File: src/rtl/serial_port_pkg.sv
// Package of register map, field layout and constants for the pin/rate block
package serial_port_pkg;
   // Register indices; byte address is four times the index
   localparam logic [7:0] IDX_PIN_CTRL = 8'h01;
   localparam logic [7:0] IDX_RATE_DIV = 8'h02;
   localparam logic [7:0] IDX_PORT_MODE = 8'h04;
   localparam logic [7:0] IDX_PORT_STAT = 8'h05;
   localparam int ADDR_SHIFT = 2;

   // serial_pin_ctrl fields
   localparam int PC_MODE_FAULT_EN = 4;
   localparam int PC_BIDIR_OE = 3;
   localparam int PC_HALT_IN_WAIT = 1;
   localparam int PC_SINGLE_WIRE = 0;
   localparam logic [7:0] PC_WR_MASK = 8'h1b;
   localparam logic [7:0] PC_RESET = 8'h00;

   // serial_rate_div fields
   localparam int RD_PRESCALE_LSB = 4;
   localparam int RD_SHIFT_LSB = 0;
   localparam int RATE_FIELD_W = 3;
   localparam logic [7:0] RD_WR_MASK = 8'h77;
   localparam logic [7:0] RD_RESET = 8'h00;

   // port_mode fields
   localparam int PM_MASTER_SELECT = 0;
   localparam int PM_SELECT_OUT_EN = 1;
   localparam logic [7:0] PM_WR_MASK = 8'h03;
   localparam logic [7:0] PM_RESET = 8'h00;

   // port_stat fields; a write of one to the fault bit clears it
   localparam int PS_MODE_FAULT = 0;
   localparam int PS_SCLK_RUN = 1;
   localparam int PS_SS_LEVEL = 2;
   localparam int PS_XFER_BUSY = 3;

   // Half period counter width: largest half divisor is 8 * 2^7 = 1024
   localparam int HALF_CNT_W = 11;

   typedef enum logic [1:0] {
      SS_UNUSED,
      SS_FAULT_INPUT,
      SS_SELECT_OUTPUT,
      SS_SLAVE_INPUT
   } ss_use_t;
endpackage

File: src/rtl/serial_rate_gen.sv
// Serial clock rate divider producing half-period enable pulses
`timescale 1ns/1ps
module serial_rate_gen
   import serial_port_pkg::*;
#(
   parameter int FIELD_W = RATE_FIELD_W,
   parameter int CNT_W = HALF_CNT_W
) (
   input wire logic clk, // Bus clock
   input wire logic rst, // Synchronous reset, active high
   input wire logic clear, // Restart count from zero
   input wire logic run, // Count enable
   input wire logic [FIELD_W-1:0] prescale, // Prescale field
   input wire logic [FIELD_W-1:0] shift, // Power-of-two field
   output logic halfTick // One pulse per half serial period
);
   initial begin
      if (FIELD_W != 3 || CNT_W < 11) begin
         $error("serial_rate_gen: unsupported field or counter width");
      end
   end

   logic [CNT_W-1:0] count;
   logic [CNT_W-1:0] halfDiv;
   logic [CNT_W-1:0] prescalePlusOne;
   logic atEnd;

   // Divisor is (p+1)*2^(s+1); one half period is (p+1)*2^s
   assign prescalePlusOne = CNT_W'(prescale) + CNT_W'(1);
   assign halfDiv = prescalePlusOne << shift;
   assign atEnd = (count == halfDiv - CNT_W'(1));

   always_ff @(posedge clk) begin
      if (rst || clear) begin
         count <= '0;
         halfTick <= 1'b0;
      end else if (run) begin
         count <= atEnd ? '0 : count + CNT_W'(1);
         halfTick <= atEnd;
      end else begin
         halfTick <= 1'b0;
      end
   end
endmodule

File: src/rtl/serial_pin_rate_ctrl.sv
// Pin configuration, slave select use and serial clock rate control
//
// Summary of operation
// - Master, fault detect off: select pin unused
// - Master, fault on, output off: monitored input
// - Master, fault and output on: drive select
// - Slave: select pin always an input
// - Master: fault/pin/rate change aborts to idle
// - Master single-wire: output-enable change aborts
// - Single-wire output enable gates data buffer
// - Pin mode zero: normal two-wire data pins
// - Master single-wire: only the master-out pin
// - Slave single-wire: only the master-in pin
// - Halt bit stops serial clock in wait
// - Prescale field in rate bits 6 to 4
// - Shift field in rate bits 2 to 0
// - Divisor is (prescale+1) times 2^(shift+1)
// - Serial clock equals bus clock over divisor
// - Both registers read/write anytime, reserved ignored
// - Select low in master with detect on and output off sets fault
// - Master select bit; role switch goes idle
// - Select output needs master and fault detect
`timescale 1ns/1ps
module serial_pin_rate_ctrl
   import serial_port_pkg::*;
#(
   parameter int ADDR_W = 8
) (
   input wire logic clk, // Bus clock, 200 MHz
   input wire logic rst, // Synchronous reset, active high
   input wire logic psel, // APB select
   input wire logic penable, // APB enable
   input wire logic pwrite, // APB direction
   input wire logic [ADDR_W-1:0] paddr, // APB byte address
   input wire logic [31:0] pwdata, // APB write data
   output logic [31:0] prdata, // APB read data
   output logic pready, // APB ready
   output logic pslverr, // APB error on unmapped address
   input wire logic waitMode, // System wait mode
   input wire logic xferBusy, // Shift engine is moving a byte
   input wire logic txBit, // Bit to send from shift engine
   output logic rxBit, // Bit received from the active data pin
   output logic sclk, // Serial clock level, master only
   output logic sclkTick, // Pulse on each serial clock edge
   output logic masterMode, // Role for the shift engine
   output logic abortToIdle, // Pulse: force shift engine idle
   output logic modeFault, // Sticky mode fault flag
   input wire logic ssIn, // Slave select pin input
   output logic ssOut, // Slave select pin output
   output logic select_output_en, // Slave select pin output enable
   input wire logic mosiIn, // Master-out pin input
   output logic mosiOut, // Master-out pin output
   output logic mosiOe, // Master-out pin output enable
   input wire logic misoIn, // Master-in pin input
   output logic misoOut, // Master-in pin output
   output logic misoOe // Master-in pin output enable
);
   initial begin
      if (ADDR_W < 5) begin
         $error("serial_pin_rate_ctrl: address too narrow for the map");
      end
   end

   // ---------------- Registers ----------------
   logic [7:0] pinCtrl;
   logic [7:0] rateDiv;
   logic [7:0] portMode;
   logic [7:0] prevPinCtrl;
   logic [7:0] prevRateDiv;
   logic [7:0] prevPortMode;

   // ---------------- APB decode ----------------
   wire accessPhase = psel && penable;
   wire xferDone = accessPhase && pready;
   wire wrDone = xferDone && pwrite;
   wire [ADDR_W-1:0] wordIdx = paddr >> ADDR_SHIFT;
   // Unaligned accesses fall outside the map and get an error response
   wire aligned = (paddr[1:0] == 2'b00);
   wire hitPinCtrl = aligned && (wordIdx == ADDR_W'(IDX_PIN_CTRL));
   wire hitRateDiv = aligned && (wordIdx == ADDR_W'(IDX_RATE_DIV));
   wire hitPortMode = aligned && (wordIdx == ADDR_W'(IDX_PORT_MODE));
   wire hitPortStat = aligned && (wordIdx == ADDR_W'(IDX_PORT_STAT));
   wire mapped = hitPinCtrl || hitRateDiv || hitPortMode || hitPortStat;
   wire [7:0] wrByte = pwdata[7:0];

   // ---------------- Field views ----------------
   wire master = portMode[PM_MASTER_SELECT];
   wire selectOutEn = portMode[PM_SELECT_OUT_EN];
   wire faultDetectEn = pinCtrl[PC_MODE_FAULT_EN];
   wire bidir_output_en = pinCtrl[PC_BIDIR_OE];
   wire haltInWait = pinCtrl[PC_HALT_IN_WAIT];
   wire singleWire = pinCtrl[PC_SINGLE_WIRE];
   wire [RATE_FIELD_W-1:0] prescaleField =
      rateDiv[RD_PRESCALE_LSB +: RATE_FIELD_W];
   wire [RATE_FIELD_W-1:0] shiftField =
      rateDiv[RD_SHIFT_LSB +: RATE_FIELD_W];

   // ---------------- Select pin use ----------------
   ss_use_t ssUse;
   always_comb begin
      if (!master) begin
         ssUse = SS_SLAVE_INPUT;
      end else if (!faultDetectEn) begin
         ssUse = SS_UNUSED;
      end else if (!selectOutEn) begin
         ssUse = SS_FAULT_INPUT;
      end else begin
         ssUse = SS_SELECT_OUTPUT;
      end
   end

   // ---------------- Abort detection ----------------
   // Compare against last cycle's copy so any source of change is seen,
   // not only the bus write that caused it.
   wire pinCfgChanged =
      (pinCtrl[PC_MODE_FAULT_EN] != prevPinCtrl[PC_MODE_FAULT_EN]) ||
      (pinCtrl[PC_SINGLE_WIRE] != prevPinCtrl[PC_SINGLE_WIRE]);
   wire rateChanged = (rateDiv != prevRateDiv);
   wire bidirChanged = (pinCtrl[PC_BIDIR_OE] != prevPinCtrl[PC_BIDIR_OE])
      && (singleWire || prevPinCtrl[PC_SINGLE_WIRE]);
   wire selOutChanged =
      portMode[PM_SELECT_OUT_EN] != prevPortMode[PM_SELECT_OUT_EN];
   wire roleChanged =
      portMode[PM_MASTER_SELECT] != prevPortMode[PM_MASTER_SELECT];
   wire wasMaster = prevPortMode[PM_MASTER_SELECT];
   wire masterCfgAbort = (master || wasMaster) &&
      (pinCfgChanged || rateChanged || selOutChanged);
   wire bidirAbort = (master || wasMaster) && bidirChanged;
   wire next_abort = masterCfgAbort || bidirAbort || roleChanged;

   // ---------------- Mode fault ----------------
   // Level detect: a select held low keeps the flag set even across a
   // software clear, so the fault cannot be missed.
   wire faultSet = (ssUse == SS_FAULT_INPUT) && !ssIn;
   wire faultClr = wrDone && hitPortStat && wrByte[PS_MODE_FAULT];
   wire next_modeFault = faultSet || (modeFault && !faultClr);

   // ---------------- Serial clock ----------------
   wire clockHalted = haltInWait && waitMode;
   wire sclkRun = master && xferBusy && !clockHalted && !abortToIdle;
   wire sclkClear = !xferBusy || !master || abortToIdle;
   logic halfTick;

   serial_rate_gen #(
      .FIELD_W(RATE_FIELD_W),
      .CNT_W(HALF_CNT_W)
   ) rateGen (
      .clk(clk),
      .rst(rst),
      .clear(sclkClear),
      .run(sclkRun),
      .prescale(prescaleField),
      .shift(shiftField),
      .halfTick(halfTick)
   );

   // ---------------- Data pin routing ----------------
   logic next_mosiOe;
   logic next_mosiOut;
   logic next_misoOe;
   logic next_misoOut;
   logic next_rxBit;
   always_comb begin
      next_mosiOe = 1'b0;
      next_mosiOut = 1'b0;
      next_misoOe = 1'b0;
      next_misoOut = 1'b0;
      next_rxBit = 1'b0;
      if (master && !singleWire) begin
         next_mosiOe = 1'b1;
         next_mosiOut = txBit;
         next_rxBit = misoIn;
      end else if (master) begin
         next_mosiOe = bidir_output_en;
         next_mosiOut = txBit;
         next_rxBit = mosiIn;
      end else if (!singleWire) begin
         next_misoOe = 1'b1;
         next_misoOut = txBit;
         next_rxBit = mosiIn;
      end else begin
         next_misoOe = bidir_output_en;
         next_misoOut = txBit;
         next_rxBit = misoIn;
      end
   end

   // ---------------- Select pin drive ----------------
   wire next_select_output_en = (ssUse == SS_SELECT_OUTPUT);
   wire next_ssOut = !(next_select_output_en && xferBusy && !abortToIdle);

   // ---------------- Read data ----------------
   // Status bits placed by name so the layout follows the package
   logic [7:0] statByte;
   always_comb begin
      statByte = 8'h00;
      statByte[PS_MODE_FAULT] = modeFault;
      statByte[PS_SCLK_RUN] = sclkRun;
      statByte[PS_SS_LEVEL] = ssIn;
      statByte[PS_XFER_BUSY] = xferBusy;
   end
   logic [7:0] rdByte;
   always_comb begin
      rdByte = 8'h00;
      if (hitPinCtrl) begin
         rdByte = pinCtrl & PC_WR_MASK;
      end else if (hitRateDiv) begin
         rdByte = rateDiv & RD_WR_MASK;
      end else if (hitPortMode) begin
         rdByte = portMode & PM_WR_MASK;
      end else if (hitPortStat) begin
         rdByte = statByte;
      end
   end

   // ---------------- APB slave: one wait state ----------------
   always_ff @(posedge clk) begin
      if (rst) begin
         pready <= 1'b0;
         pslverr <= 1'b0;
         prdata <= 32'h0;
      end else begin
         pready <= accessPhase && !pready;
         pslverr <= accessPhase && !pready && !mapped;
         prdata <= (accessPhase && !pready && !pwrite) ?
            {24'h0, rdByte} : 32'h0;
      end
   end

   // ---------------- Register writes ----------------
   wire wrPinCtrl = wrDone && hitPinCtrl;
   wire wrRateDiv = wrDone && hitRateDiv;
   wire wrPortMode = wrDone && hitPortMode;

   always_ff @(posedge clk) begin
      if (rst) begin
         pinCtrl <= PC_RESET;
      end else if (wrPinCtrl) begin
         pinCtrl <= wrByte & PC_WR_MASK;
      end
   end

   always_ff @(posedge clk) begin
      if (rst) begin
         rateDiv <= RD_RESET;
      end else if (wrRateDiv) begin
         rateDiv <= wrByte & RD_WR_MASK;
      end
   end

   always_ff @(posedge clk) begin
      if (rst) begin
         portMode <= PM_RESET;
      end else if (wrPortMode) begin
         portMode <= wrByte & PM_WR_MASK;
      end
   end

   always_ff @(posedge clk) begin
      if (rst) begin
         prevPinCtrl <= PC_RESET;
         prevRateDiv <= RD_RESET;
         prevPortMode <= PM_RESET;
      end else begin
         prevPinCtrl <= pinCtrl;
         prevRateDiv <= rateDiv;
         prevPortMode <= portMode;
      end
   end

   // ---------------- Control and fault state ----------------
   always_ff @(posedge clk) begin
      if (rst) begin
         abortToIdle <= 1'b0;
      end else begin
         abortToIdle <= next_abort;
      end
   end

   // Set outranks a software clear landing in the same cycle
   always_ff @(posedge clk) begin
      if (rst) begin
         modeFault <= 1'b0;
      end else begin
         modeFault <= next_modeFault;
      end
   end

   always_ff @(posedge clk) begin
      if (rst) begin
         masterMode <= 1'b0;
      end else begin
         masterMode <= master;
      end
   end

   // ---------------- Serial clock output ----------------
   // Idle level is low; the edge pulse lines up with the level change
   always_ff @(posedge clk) begin
      if (rst) begin
         sclk <= 1'b0;
         sclkTick <= 1'b0;
      end else if (sclkClear) begin
         sclk <= 1'b0;
         sclkTick <= 1'b0;
      end else begin
         sclk <= halfTick ? !sclk : sclk;
         sclkTick <= halfTick;
      end
   end

   // ---------------- Pin outputs ----------------
   always_ff @(posedge clk) begin
      if (rst) begin
         mosiOe <= 1'b0;
         mosiOut <= 1'b0;
         misoOe <= 1'b0;
         misoOut <= 1'b0;
      end else begin
         mosiOe <= next_mosiOe;
         mosiOut <= next_mosiOut;
         misoOe <= next_misoOe;
         misoOut <= next_misoOut;
      end
   end

   always_ff @(posedge clk) begin
      if (rst) begin
         rxBit <= 1'b0;
      end else begin
         rxBit <= next_rxBit;
      end
   end

   always_ff @(posedge clk) begin
      if (rst) begin
         select_output_en <= 1'b0;
         ssOut <= 1'b1;
      end else begin
         select_output_en <= next_select_output_en;
         ssOut <= next_ssOut;
      end
   end
endmodule

File: config.mk
export PLATFORM = sky130hd
export DESIGN_NAME = serial_pin_rate_ctrl
export DESIGN_NICKNAME = d
export VERILOG_FILES = /design/src/rtl/serial_port_pkg.sv /design/src/rtl/serial_rate_gen.sv /design/src/rtl/serial_pin_rate_ctrl.sv
export SDC_FILE = /design/constraint.sdc
export NUM_CORES = 1
export LEC_CHECK = 0
export BUFFER_PORTS_ARGS = -buffer_cell sky130_fd_sc_hd__buf_2
export CORE_ASPECT_RATIO = 1.4
export CORE_MARGIN = 2
export CORE_UTILIZATION = 45
export CTS_CLUSTER_SIZE = 14
export DETAILED_ROUTE_END_ITERATION = 10
export PLACE_DENSITY = 0.81
export RECOVER_POWER = 100
export SYNTH_ARGS = -nofsm -noshare
export SYNTH_HDL_FRONTEND = slang
export SYNTH_SLANG_ARGS = --single-unit
File: constraint.sdc
create_clock -name clk -period 5.85 [get_ports clk]
set_input_delay 1.17 -clock clk [delete_from_list [all_inputs] [get_ports clk]]
set_output_delay 1.17 -clock clk [all_outputs]
set_load 0.01 [all_outputs]
## After elaboration in Yosys (flattened, before gate mapping)

Cells that the tools add are included.

| operators by class | value |
|---|---|
| multiply operators | 0 |
| reduce and logical (&&, ||, !) cells | 60 |
| $add $sub $neg | 3 |
| divide/modulo/power cells | 0 |
| bitwise gates (word level) | 2 |
| eq/ne operators | 13 |
| muxes and demuxes | 16 |
| shift-type cells | 1 |
| magnitude comparators | 0 |

Operator list:

| cell | count |
|---|---|
| 1-bit logical AND | 27 |
| 1-bit logical OR | 14 |
| 6-bit by 3-bit == test with 1-bit output, second input constant | 2 |
| 1-bit logical NOT | 12 |
| 11-bit by 1-bit adder with 11-bit output, second input constant | 1 |
| 11-bit == test | 1 |
| 11-bit two-way mux | 1 |
| 11-bit by 3-bit left shift with 11-bit output | 1 |
| 11-bit by 1-bit subtractor with 11-bit output, second input constant | 1 |
| 1-bit two-way mux | 8 |
| 4-bit two-way mux | 2 |
| 7-bit two-way mux | 1 |
| 6-bit by 1-bit == test with 1-bit output, second input constant | 1 |
| 6-bit by 2-bit == test with 1-bit output, second input constant | 1 |
| 2-bit two-way mux | 3 |
| 6-bit inequality test | 1 |
| 2-bit OR reduction | 3 |
| 3-bit OR reduction | 2 |
| 5-bit two-way mux | 1 |
| 1-bit inequality test | 5 |
| 5-bit OR reduction | 1 |
| 3-bit by 1-bit adder with 4-bit output, second input constant | 1 |
| 2-bit by 1-bit == test with 1-bit output, second input constant | 1 |
| 2-bit == test, second input constant | 1 |
| other kinds (2) | 3 |

| word-level totals | value |
|---|---|
| memory bits (read-only) | 0 |
| memories | 0 |
| logic and storage cells | 121 |
| flip-flop bits (word level) | 82 |
| input bits | 51 |
| output and inout port bits | 46 |
| memory bits (writable) | 0 |
| bits in latches | 0 |

## Logic depth before layout (Yosys ltp)

Gate-level depths: netlist (run 1).

| depth | value |
|---|---|
| word-level depth | 8 |
| depth in mapped cells | 12 |
| mapped depth without buffers | 11 |

## By module

From an unflattened synthesis (run 1), not the netlist that was laid out.

| second synthesis, totals | value |
|---|---|
| cell total of the unflattened synthesis | 411 |
| area, all modules | 3,478.3 µm² |

Modules (own cells, without submodules):

| module | cells each | area an instance (µm²) | times used | sequential area each (µm²) |
|---|---|---|---|---|
| serial_pin_rate_ctrl | 197 | 1,903.1 | 1 | 860.8 |
| serial_rate_gen | 214 | 1,575.3 | 1 | 240.2 |

## Worst setup path before layout (run 1)

No wires, ideal clock.

| path | value |
|---|---|
| kind | input-to-reg |
| start point | input port paddr[5] |
| end point | register rateDiv[0] |
| path buffers | 0 |
| library setup time | 0.128 ns |
| path slack | 2.907 ns |
| data arrival time | 2.816 ns |
| stages on the path | 6 |
| required time | 5.722 ns |
| cells stage by stage | or3_1 or4_1 nor3b_2 nand2_1 mux2i_1 nor2_1 |

| on the way | value |
|---|---|
| cells in the longest elaborated chain, start to end | 3 |

Ends and longest elaborated chain:

| element | line | RTL |
|---|---|---|
| start, declared | serial_pin_rate_ctrl.sv:34 | `input wire logic [ADDR_W-1:0] paddr,` |
| 6-bit by 2-bit == test with 1-bit output | serial_pin_rate_ctrl.sv:80 | `wire hitRateDiv = aligned && (wordIdx == ADDR_W'(IDX_RATE_DIV));` |
| 1-bit logical AND | serial_pin_rate_ctrl.sv:80 |  |
| 1-bit logical AND | serial_pin_rate_ctrl.sv:232 | `wire wrRateDiv = wrDone && hitRateDiv;` |
| end signal, assigned | serial_pin_rate_ctrl.sv:247 | `rateDiv <= wrByte & RD_WR_MASK;` |
| end, declared | serial_pin_rate_ctrl.sv:66 | `logic [7:0] rateDiv;` |

Every way passes these cells.
A chain may end at the register's enable or synchronous reset.

## Worst setup path after layout (run 1)

| path | value |
|---|---|
| start point | register rateDiv[1] |
| end point | register rateGen.count[7] |

| on the way | value |
|---|---|
| cells in the longest elaborated chain, start to end | 4 |

Ends and longest elaborated chain:

| element | line | RTL |
|---|---|---|
| 11-bit by 3-bit left shift with 11-bit output | serial_rate_gen.sv:30 | `assign halfDiv = prescalePlusOne << shift;` |
| 11-bit by 1-bit subtractor with 11-bit output | serial_rate_gen.sv:31 | `assign atEnd = (count == halfDiv - CNT_W'(1));` |
| 11-bit == test | serial_rate_gen.sv:31 |  |
| 11-bit two-way mux | serial_rate_gen.sv:38 | `count <= atEnd ? '0 : count + CNT_W'(1);` |
| end signal, assigned | serial_rate_gen.sv:38 |  |
| end, declared | serial_rate_gen.sv:23 | `logic [CNT_W-1:0] count;` |

Every way passes these cells.

==> impl_metrics.py, run 1 <==
metrics = {
    "clock_tree": {
        "cts_htree_levels": 2,
        "cts.sinks": 55,
        "cts_tree": "built",
        "cts_made_buffers": 5,
        "clkTransAtPathRegs_ns": 0.10,
        "clock-root-buffer": "clkbuf_8",
        "postCtsSetupRepairBufs": 0,
        "ctsHoldBuffers": 0,
        "worst_skew_pair.late_latency_ns": 0.31,
        "ctsResizeCount": 0,
        "clock_path_buffers": 2,
    },
    "timing": {
        "setup_ws_ns": 1.98,
        "slew_viol_final": 0,
        "fmax_ghz": 0.259,
        "skew_ns": 0.00392,
        "finalHoldViolCount": 0,
        "fin_crit_ns": 3.87,
        "setup_viol": 0,
        "maxSlewHeadroom": 0.175,
        "post-route-period-util": 0.661,
        "rsz0062_at_grt": "false",
        "tightest_slew_ns": 1.24,
        "tns_ns": 0,
    },
    "synth": {
        "synth_cells": 404,
        "synthTopCellsByArea": "dfxtp_1 33%, buf_4 5.6%, xnor2_1 5.2%",
        "synthFlopType": "dfxtp_1",
        "synth_edf_count": 0,
        "synth_top_area_share": 0.327,
        "async_flop_share": 0,
        "ys_ff_latch": 55,
        "synth_warnings": 0,
        "seq_area_frac_synth": 0.327,
        "syn-cell-area_um2": 3370,
        "ys_types": 64,
        "yosysTopAreaCell": "dfxtp_1",
        "avgSynthCellArea_um2": 8.35,
    },
    "power_and_ir_drop": {
        "p_sw_w": 0.000143,
        "share_clk_of_total_power": 0.341,
        "internal_power_w": 0.000471,
        "pwr-share-comb": 0.045,
        "p_sw_frac": 0.232,
        "p_seq_frac": 0.614,
        "total_leakage_power_nw": 1.38,
        "p_per_area_nw_per_um2": 172,
        "ir_worst_vdd_v": 0.000193,
    },
    "setup_path": {
        "cp_slowest_cell": "dfxtp_1",
        "end_kind": "flop",
        "cp_top_family": "compound AO/OA/AOI/OAI gates",
        "path_max_fanout": 27,
        "worst-path-buf-inv": 1,
        "crit_path_max_incr_delay_ns": 0.93,
        "path_cells": "clkinv_1, o41ai_1, nand2_1, o31ai_1, nand3_1, nor4_4, nor3_1",
        "cp-start-kind": "flop",
        "critPathRequiredTime_ns": 6.04,
        "critical_path_class": "reg -> reg",
        "crit_arrival_ns": 4.05,
    },
    "placed_design": {
        "place_congestion": 0.926,
        "port_buffers": 46,
        "dpl.hpwl_um": 5860,
        "place_ws_ns": 2.34,
    },
    "global_route": {
        "grt_pass1_wl_um": 13200,
        "first_global_vias": 2863,
        "track_usage": 0.196,
        "grt_max_degree": 31,
        "overflow": 0,
        "antenna_found_initial": 0,
    },
    "die": {
        "core_um2": 7310,
        "die_w_um": 77.2,
        "io-pin-count": 97,
        "dieHeight_um": 106,
        "initial_utilization": 0.461,
        "die-area_um2": 8210,
        "fp-row-count": 37,
    },
    "route": {
        "drt_pre_antenna_iters": 5,
        "drt_iter0_markers": 225,
        "vias_per_cell": 5.63,
        "highest_layer": "met4",
        "num_vias": 2992,
        "remaining_drc_errors": 0,
        "drt-met1-wl_um": 3220,
        "dr_wl_met2_um": 3940,
        "avgRoutedWirePerCell_um": 14.7,
        "met3WireLength_um": 298,
        "drtAntennaViolNets": 0,
        "wl_um": 7810,
    },
    "final_layout": {
        "num_antenna_cells": 0,
        "final_common_cell": "dfxtp_1",
        "syn2layout_area_growth_pct": 5.60,
        "num-nets-final": 489,
        "layout_common_cells": "55 x dfxtp_1, 37 x nor2_1, 25 x conb_1",
        "drive_gt1_frac": 0.0806,
        "postLayoutCoreUtil": 0.487,
    },
    "outcome": {
        "outcome": "complete, no violations",
    },
    "job": {
        "drv_cap": 0,
    },
    "worst_hold_path": {
        "hold_path_class": "reg -> reg",
    },
}
-- stage by stage --
| step | area [um2] | total power, W | hold slack [ns] | std cells |
|---|---|---|---|---|
| after floorplan | 3460 | 0.000413 | 0.432 | 428 |
| final | 3560 | 0.000613 | 0.487 | 531 |
| after CTS | 3600 | 0.000620 | 0.479 | 531 |
| after global placement | 3510 | 0.000412 | 0.457 | 523 |
| after global routing | 3560 | 0.000635 | 0.526 | 531 |
| after detailed placement | 3510 | 0.000413 | 0.465 | 523 |
-- synth_stat cells, drive strengths merged, types with 2 or more instances --
master and count:
a21boi 2, a21oi 14, a22oi 2, a31oi 3, a32oi 4, a41oi 2
and2 5, and3 9, and3b 4, and4 2, buf 33, clkbuf 15
dfxtp 55, ha 5, inv 9, mux2i 15, nand2 24, nand2b 9
nand3 18, nand3b 2, nand4 6, nor2 37, nor2b 9, nor3 22
nor3b 6, nor4 8, o2111ai 3, o211a 2, o211ai 2, o21ai 11
o22ai 4, o41ai 3, or4 5, xnor2 20, xor2 13
-- cells by family after synthesis --
group           count (synthesis)  synth area share
mux                            15            0.0445
flops                          55             0.327
fa+ha+maj                       5            0.0186
simple gates                  171             0.278
buf+inv                        58             0.101
compound gates                 66             0.145
xor+xnor                       33            0.0857
other cells                     1           0.00111
-- power by group through the flow --
stage          sequential, W  clock, W  combinational, W
6_report            0.000376  0.000209         0.0000275
3_3_place_gp        0.000385         0         0.0000273
2_1_floorplan       0.000386         0         0.0000269
5_1_grt             0.000377  0.000228         0.0000304
3_5_place_dp        0.000385         0         0.0000278
4_1_cts             0.000376  0.000216         0.0000278
-- registers in the layout, summed over array words and instances (netlist names), 2 cells and up --
signal / flops
prevPinCtrl: 3
rateDiv: 6
prdata: 7
rateGen.count: 11
prevPortMode: 2
prevRateDiv: 6
portMode: 2
pinCtrl: 4
-- path summary, 6_finish.rpt --
path	start	cells after the start	endpoint	slack [ns]
setup / recovery	rateDiv[1]$_SDFFE_PP0P_	7	rateGen.count[7]$_SDFFE_PP0P_	1.98
hold / removal	pready$_SDFF_PP0_	1	pready$_SDFF_PP0_	0.49
hold reg to reg	pready$_SDFF_PP0_	1	pready$_SDFF_PP0_	0.49
setup reg to reg	rateDiv[1]$_SDFFE_PP0P_	7	rateGen.count[7]$_SDFFE_PP0P_	1.98
-- layout make-up --
type	instances	area (um2)
multi-input combinational	315	2010
sequential	55	1100
inverter	10	37.5
fill	745	3750
timing repair buffer	46	203
tap	97	121
clock inverter	2	16.3
clock buffer	6	72.6
-- routing by layer --
layer,GRT usage,vias to the layer above
li1,-,1467
met1,0.228,1389
met2,0.344,107
met3,0.0229,29
met4,0.115,0
met5,0,-
Power figures use the tool's default switching activity.
==> inputs of run 2 (changes only) <==
--- a/config.mk
+++ b/config.mk
@@ -11,7 +11,7 @@
 export CORE_UTILIZATION = 45
 export CTS_CLUSTER_SIZE = 14
 export DETAILED_ROUTE_END_ITERATION = 10
-export PLACE_DENSITY = 0.81
+export PLACE_DENSITY = 0.83
 export RECOVER_POWER = 100
 export SYNTH_ARGS = -nofsm -noshare
 export SYNTH_HDL_FRONTEND = slang
==> constraint.sdc (replaced) <==
create_clock -name clk -period 3.12 [get_ports clk]
set_input_delay 0.624 -clock clk [delete_from_list [all_inputs] [get_ports clk]]
set_output_delay 0.624 -clock clk [all_outputs]
set_load 0.01 [all_outputs]
==> run 2 against run 1 <==
Net effect: sequential share of layout area fell by 1.4 points; highest routed layer unchanged; first-iteration DRC count fell by 12%; power rose by 100%.
==> impl_metrics.py, run 2 (synthesis results as in run 1) <==
metrics = {
    "outcome": {
        "outcome": "complete, no violations",
    },
    "worst_hold_path": {
        "min_to": "pready$_SDFF_PP0_",
        "hold_path_class": "reg -> reg",
        "hp-start": "pready$_SDFF_PP0_",
        "hold_path_depth": 1,
    },
    "global_route": {
        "grt_pass1_wl_um": 13700,
        "antenna_found_initial": 0,
        "first_global_vias": 2929,
        "track_usage": 0.206,
        "grt_max_degree": 31,
        "overflow": 0,
    },
    "final_layout": {
        "drive_gt1_frac": 0.123,
        "fillers": 731,
        "max_flop_register": "rateGen.count",
        "syn2layout_area_growth_pct": 10.9,
        "largestRegisters": "rateGen.count x11, prdata x7",
        "num-nets-final": 510,
        "postLayoutCoreUtil": 0.511,
        "final_common_cell": "dfxtp_1",
        "layout_common_cells": "54 x dfxtp_1, 37 x nor2_1, 25 x conb_1, 25 x clkbuf_1",
        "largest_reg_flops": 11,
        "num_antenna_cells": 0,
    },
    "clock_tree": {
        "cts_made_buffers": 5,
        "clkTransAtPathRegs_ns": 0.09,
        "postCtsSetupRepairBufs": 0,
        "clock_path_buffers": 2,
        "cts_htree_levels": 2,
        "cts_tree": "built",
        "cts.sinks": 55,
        "clock-root-buffer": "clkbuf_8",
        "worst_skew_pair.late_latency_ns": 0.30,
    },
    "timing": {
        "fmax_ghz": 0.342,
        "setup_ws_ns": 0.195,
        "skew_ns": 0.00388,
        "setup_viol": 0,
        "finalHoldViolCount": 0,
        "fin_crit_ns": 2.93,
        "worst_hold_slack_ns": 0.490,
        "rsz0062_at_grt": "false",
        "tns_ns": 0,
        "maxSlewHeadroom": 0.145,
        "tightest_slew_ns": 1.28,
        "post-route-period-util": 0.938,
        "slew_viol_final": 0,
    },
    "setup_path": {
        "r2r_cells": 11,
        "reg2reg_slack_ns": 0.19,
        "path_max_fanout": 10,
        "end_kind": "flop",
        "cp-start-kind": "flop",
        "r2r_end": "rateGen.count[4]$_SDFFE_PP0P_",
        "critical_path_class": "reg -> reg",
        "critPathRequiredTime_ns": 3.34,
        "crit_arrival_ns": 3.15,
        "reg2reg_from": "rateDiv[4]$_SDFFE_PP0P_",
    },
    "placed_design": {
        "place_congestion": 0.940,
        "port_buffers": 46,
        "dpl.hpwl_um": 6500,
        "place_ws_ns": 0.170,
    },
    "die": {
        "fp-row-count": 37,
        "core_um2": 7310,
        "die_w_um": 77.2,
        "initial_utilization": 0.461,
        "dieHeight_um": 106,
        "io-pin-count": 97,
        "die-area_um2": 8210,
    },
    "power_and_ir_drop": {
        "p_per_area_nw_per_um2": 327,
        "p_seq_frac": 0.576,
        "ir_worst_vdd_v": 0.000336,
        "finalPower_w": 0.00122,
        "internal_power_w": 0.000960,
        "p_sw_frac": 0.216,
        "p_sw_w": 0.000264,
        "pwr-share-comb": 0.042,
        "total_leakage_power_nw": 1.50,
        "share_clk_of_total_power": 0.381,
    },
    "route": {
        "num_vias": 3083,
        "wl_um": 8440,
        "avgRoutedWirePerCell_um": 15.3,
        "drt_iter0_markers": 199,
        "remaining_drc_errors": 0,
        "drtAntennaViolNets": 0,
        "drt_pre_antenna_iters": 4,
        "vias_per_cell": 5.59,
    },
    "job": {
        "drv_cap": 0,
    },
}
==> run 2: changes by cell type in the layout (fill, tap and decap cells not counted) <==
cell	change
clkinv_2	+1
and2_1	+1
clkbuf_1	+2
and2_0	-1
clkinvlp_4	-1
dfxtp_1	-1
clkinv_4	+1
inv_6	-1
o41ai_2	+1
buf_4	+18
o41ai_1	-1
bufinv_16	+1
dfxtp_2	+1
==> run 2: per-stage QoR <==
stage          std cells  area (um2)
2_1_floorplan        428        3460
3_3_place_gp         544        3670
3_5_place_dp         544        3670
4_1_cts              552        3780
5_1_grt              552        3740
6_report             552        3740
==> run 2: what timing repair did <==
action / in CTS / in global routing
endpoints found under the setup margin: 0 / 10
resized for setup: 0 / 1
hold buffers: 0 / 0
==> run 2: final cells by class <==
type | instances | area, um2 | share of cell area
multi-input combinational | 315 | 2020 | 0.539
sequential | 55 | 1100 | 0.295
timing repair buffer | 67 | 349 | 0.0933
tap | 97 | 121 | 0.0325
clock buffer | 5 | 68.8 | 0.0184
clock inverter | 3 | 43.8 | 0.0117
inverter | 10 | 37.5 | 0.0100
==> run 2: how the worst max path moves through the flow <==
stage | from | cells after the start | endpoint
3_5_place_dp | rateDiv[0]$_SDFFE_PP0P_ | 8 | rateGen.count[4]$_SDFFE_PP0P_
5_1_grt | rateDiv[1]$_SDFFE_PP0P_ | 11 | rateGen.count[10]$_SDFFE_PP0P_
6_report | rateDiv[4]$_SDFFE_PP0P_ | 11 | rateGen.count[4]$_SDFFE_PP0P_
4_1_cts | rateDiv[0]$_SDFFE_PP0P_ | 8 | rateGen.count[4]$_SDFFE_PP0P_
2_1_floorplan | rateDiv[4]$_SDFFE_PP0P_ | 11 | rateGen.count[0]$_SDFFE_PP0P_
3_3_place_gp | rateDiv[0]$_SDFFE_PP0P_ | 11 | rateGen.count[0]$_SDFFE_PP0P_
==> run 2: power groups by stage <==
stage | Clock, W | Combinational (W) | Sequential (W)
after floorplan | 0 | 0.0000504 | 0.000724
final | 0.000467 | 0.0000519 | 0.000706
after global routing | 0.000503 | 0.0000573 | 0.000706
after detailed placement | 0 | 0.0000526 | 0.000722
after global placement | 0 | 0.0000517 | 0.000722
after CTS | 0.000473 | 0.0000527 | 0.000706
==> run 2: per-layer routing <==
metal / vias to the layer above / global-route usage / part of all wire
met4: 0 / 0.110 / 0.032
met1: 1445 / 0.230 / 0.40
met2: 109 / 0.375 / 0.52
met5: - / 0 / 0
met3: 24 / 0.0246 / 0.042
li1: 1505 / - / -
==> run 2: critical path: stages, from the launching register on <==
cell	delay (ns)
dfxtp_1	0.33
ha_1	0.31
buf_4	0.17
nand2_1	0.06
o21ai_0	0.09
o41ai_2	0.46
nand2_1	0.22
or4_1	0.59
nand3_1	0.18
nor4_4	0.06
buf_4	0.18
nor3_1	0.19
==> inputs of run 3 (changes only) <==
--- a/config.mk
+++ b/config.mk
@@ -7,7 +7,6 @@
 export LEC_CHECK = 0
 export BUFFER_PORTS_ARGS = -buffer_cell sky130_fd_sc_hd__buf_2
 export CORE_ASPECT_RATIO = 1.4
-export CORE_MARGIN = 2
 export CORE_UTILIZATION = 45
 export CTS_CLUSTER_SIZE = 14
 export DETAILED_ROUTE_END_ITERATION = 10
==> constraint.sdc (replaced) <==
create_clock -name clk -period 3.12 [get_ports clk]
set_input_delay 0.468 -clock clk [delete_from_list [all_inputs] [get_ports clk]]
set_output_delay 0.468 -clock clk [all_outputs]
set_load 0.01 [all_outputs]
==> run 3 against run 2 <==
Net effect: clock power down 15%; highest routed layer unchanged; core utilization shrank 0.14 points; largest power group unchanged; routed wire length down 0.41%; cell area decreased by 0.27%; first-iteration DRC count is 36% higher; worst setup slack worse by 0.017 ns; flip-flop and latch count unchanged; clock-buffer cell count did not move; sequential power is essentially flat; global-route usage is 1.8 points higher.
==> impl_metrics.py, run 3 (synthesis results as in run 1) <==
metrics = {
    "die": {
        "initial_utilization": 0.461,
        "fp-row-count": 37,
        "core_um2": 7310,
        "die-area_um2": 7850,
        "io-pin-count": 97,
        "die_w_um": 75.2,
        "dieHeight_um": 104,
    },
    "timing": {
        "fmax_ghz": 0.340,
        "tightest_slew_ns": 1.27,
        "post-route-period-util": 0.943,
        "fin_crit_ns": 2.94,
        "finalHoldViolCount": 0,
        "worst_hold_slack_ns": 0.366,
        "maxSlewHeadroom": 0.153,
        "skew_ns": 0.00773,
        "slew_viol_final": 0,
        "tns_ns": 0,
        "setup_viol": 0,
    },
    "final_layout": {
        "syn2layout_area_growth_pct": 10.6,
        "final_common_cell": "dfxtp_1",
        "layout_common_cells": "53 x dfxtp_1, 37 x nor2_1, 25 x conb_1",
        "largest_reg_flops": 11,
        "num_antenna_cells": 0,
        "max_flop_register": "rateGen.count",
        "num-nets-final": 508,
        "largestRegisters": "rateGen.count x11, prdata x7",
        "drive_gt1_frac": 0.132,
        "fin_area_um2": 3730,
    },
    "clock_tree": {
        "cts_made_buffers": 5,
        "clock-root-buffer": "clkbuf_8",
        "cts.sinks": 55,
        "worst_skew_pair.late_latency_ns": 0.31,
        "cts_tree": "built",
        "cts_htree_levels": 2,
        "clock_path_buffers": 2,
        "clkTransAtPathRegs_ns": 0.10,
    },
    "global_route": {
        "grt_use_met3": 0.0271,
        "grt-busiest-layer": "met2",
        "use_met1": 0.268,
        "overflow": 0,
        "use_met2": 0.382,
        "track_usage": 0.223,
        "antenna_found_initial": 0,
        "grt_pass1_wl_um": 13800,
        "first_global_vias": 2955,
        "grt_max_degree": 31,
    },
    "route": {
        "num_vias": 3100,
        "remaining_drc_errors": 0,
        "drt_iter0_markers": 271,
        "vias_per_cell": 5.64,
        "drtAntennaViolNets": 0,
        "wl_um": 8400,
        "avgRoutedWirePerCell_um": 15.3,
        "drt_pre_antenna_iters": 5,
    },
    "power_and_ir_drop": {
        "total_leakage_power_nw": 1.49,
        "p_seq_frac": 0.610,
        "pwr-share-comb": 0.045,
        "share_clk_of_total_power": 0.344,
        "internal_power_w": 0.000884,
        "p_per_area_nw_per_um2": 310,
        "p_sw_w": 0.000272,
        "finalPower_w": 0.00116,
        "ir_worst_vdd_v": 0.000339,
        "p_sw_frac": 0.235,
    },
    "setup_path": {
        "worst-path-buf-inv": 2,
        "critical_path_class": "reg -> reg",
        "cp-start-kind": "flop",
        "critPathRequiredTime_ns": 3.31,
        "path_cells": "buf_4, a21oi_1, a21boi_1, o41ai_2, nand2_1, o2111ai_1, nand3_2, nor4_4, buf_4, nor3_1",
        "cp_top_family": "compound AO/OA/AOI/OAI gates",
        "reg2reg_slack_ns": 0.18,
        "worst_path_most_repeated_cell": "buf_4",
        "r2r_cells": 10,
        "crit_path_max_incr_delay_ns": 0.59,
        "cp_num_cells": 10,
        "cp_slowest_cell": "dfxtp_1",
        "crit_end": "rateGen.count[2]$_SDFFE_PP0P_",
        "end_kind": "flop",
        "r2r_end": "rateGen.count[2]$_SDFFE_PP0P_",
        "path_max_fanout": 11,
        "critPathLaunch": "rateDiv[1]$_SDFFE_PP0P_",
        "crit_arrival_ns": 3.13,
        "reg2reg_from": "rateDiv[1]$_SDFFE_PP0P_",
    },
    "placed_design": {
        "port_buffers": 46,
        "placed_area_um2": 3650,
        "dpl.hpwl_um": 6370,
        "place_congestion": 0.942,
    },
    "job": {
        "drv_cap": 0,
    },
    "worst_hold_path": {
        "hp-start": "txBit",
        "hold_path_class": "in -> reg",
    },
    "outcome": {
        "outcome": "complete, no violations",
    },
}
run 3: power groups by stage:
stage	Combinational, W	Sequential [W]	Clock, W
final	0.0000522	0.000706	0.000398
after global routing	0.0000579	0.000706	0.000437
after CTS	0.0000532	0.000706	0.000406
after detailed placement	0.0000531	0.000722	0
after global placement	0.0000515	0.000722	0
after floorplan	0.0000504	0.000724	0
run 3: final cells by class:
type,instances,area [um2]
well taps,97,121
multi-input cells,315,2040
clock inverters,3,22.5
inverters,10,37.5
repair buffers,65,338
clock buffers,5,68.8
flip-flops and latches,55,1100
fillers,740,3580
run 3: metrics by stage:
step                std cells  utilization  setup slack (ns)
global route              550        0.510           -0.0288
finish                    550        0.510             0.178
floorplan                 428            -             0.375
CTS                       549        0.511             0.100
global placement          541        0.499             0.215
detailed placement        541        0.499             0.111
run 3: worst min path at each step:
stage / slack [ns] / depth (start not counted) / end
floorplan: 0.43 / 1 / ssOut$_SDFF_PP1_
global route: 0.37 / 2 / mosiOut$_SDFF_PP0_
finish: 0.37 / 2 / mosiOut$_SDFF_PP0_
CTS: 0.36 / 2 / mosiOut$_SDFF_PP0_
global placement: 0.45 / 1 / pready$_SDFF_PP0_
detailed placement: 0.46 / 1 / pready$_SDFF_PP0_
run 3: repair_timing:
| item | 4_1_cts | 5_1_grt |
|---|---|---|
| hold buffers | 0 | 0 |
| buffers inserted | 0 | 1 |
| resized for setup | 0 | 7 |
| setup endpoints to repair | 0 | 12 |
run 3: layer usage:
layer	routed length, um	up-vias	part of all wire
met5	0	-	0
met1	3370	1459	0.40
li1	-	1498	-
met3	350	23	0.042
met4	255	0	0.030
met2	4430	120	0.53
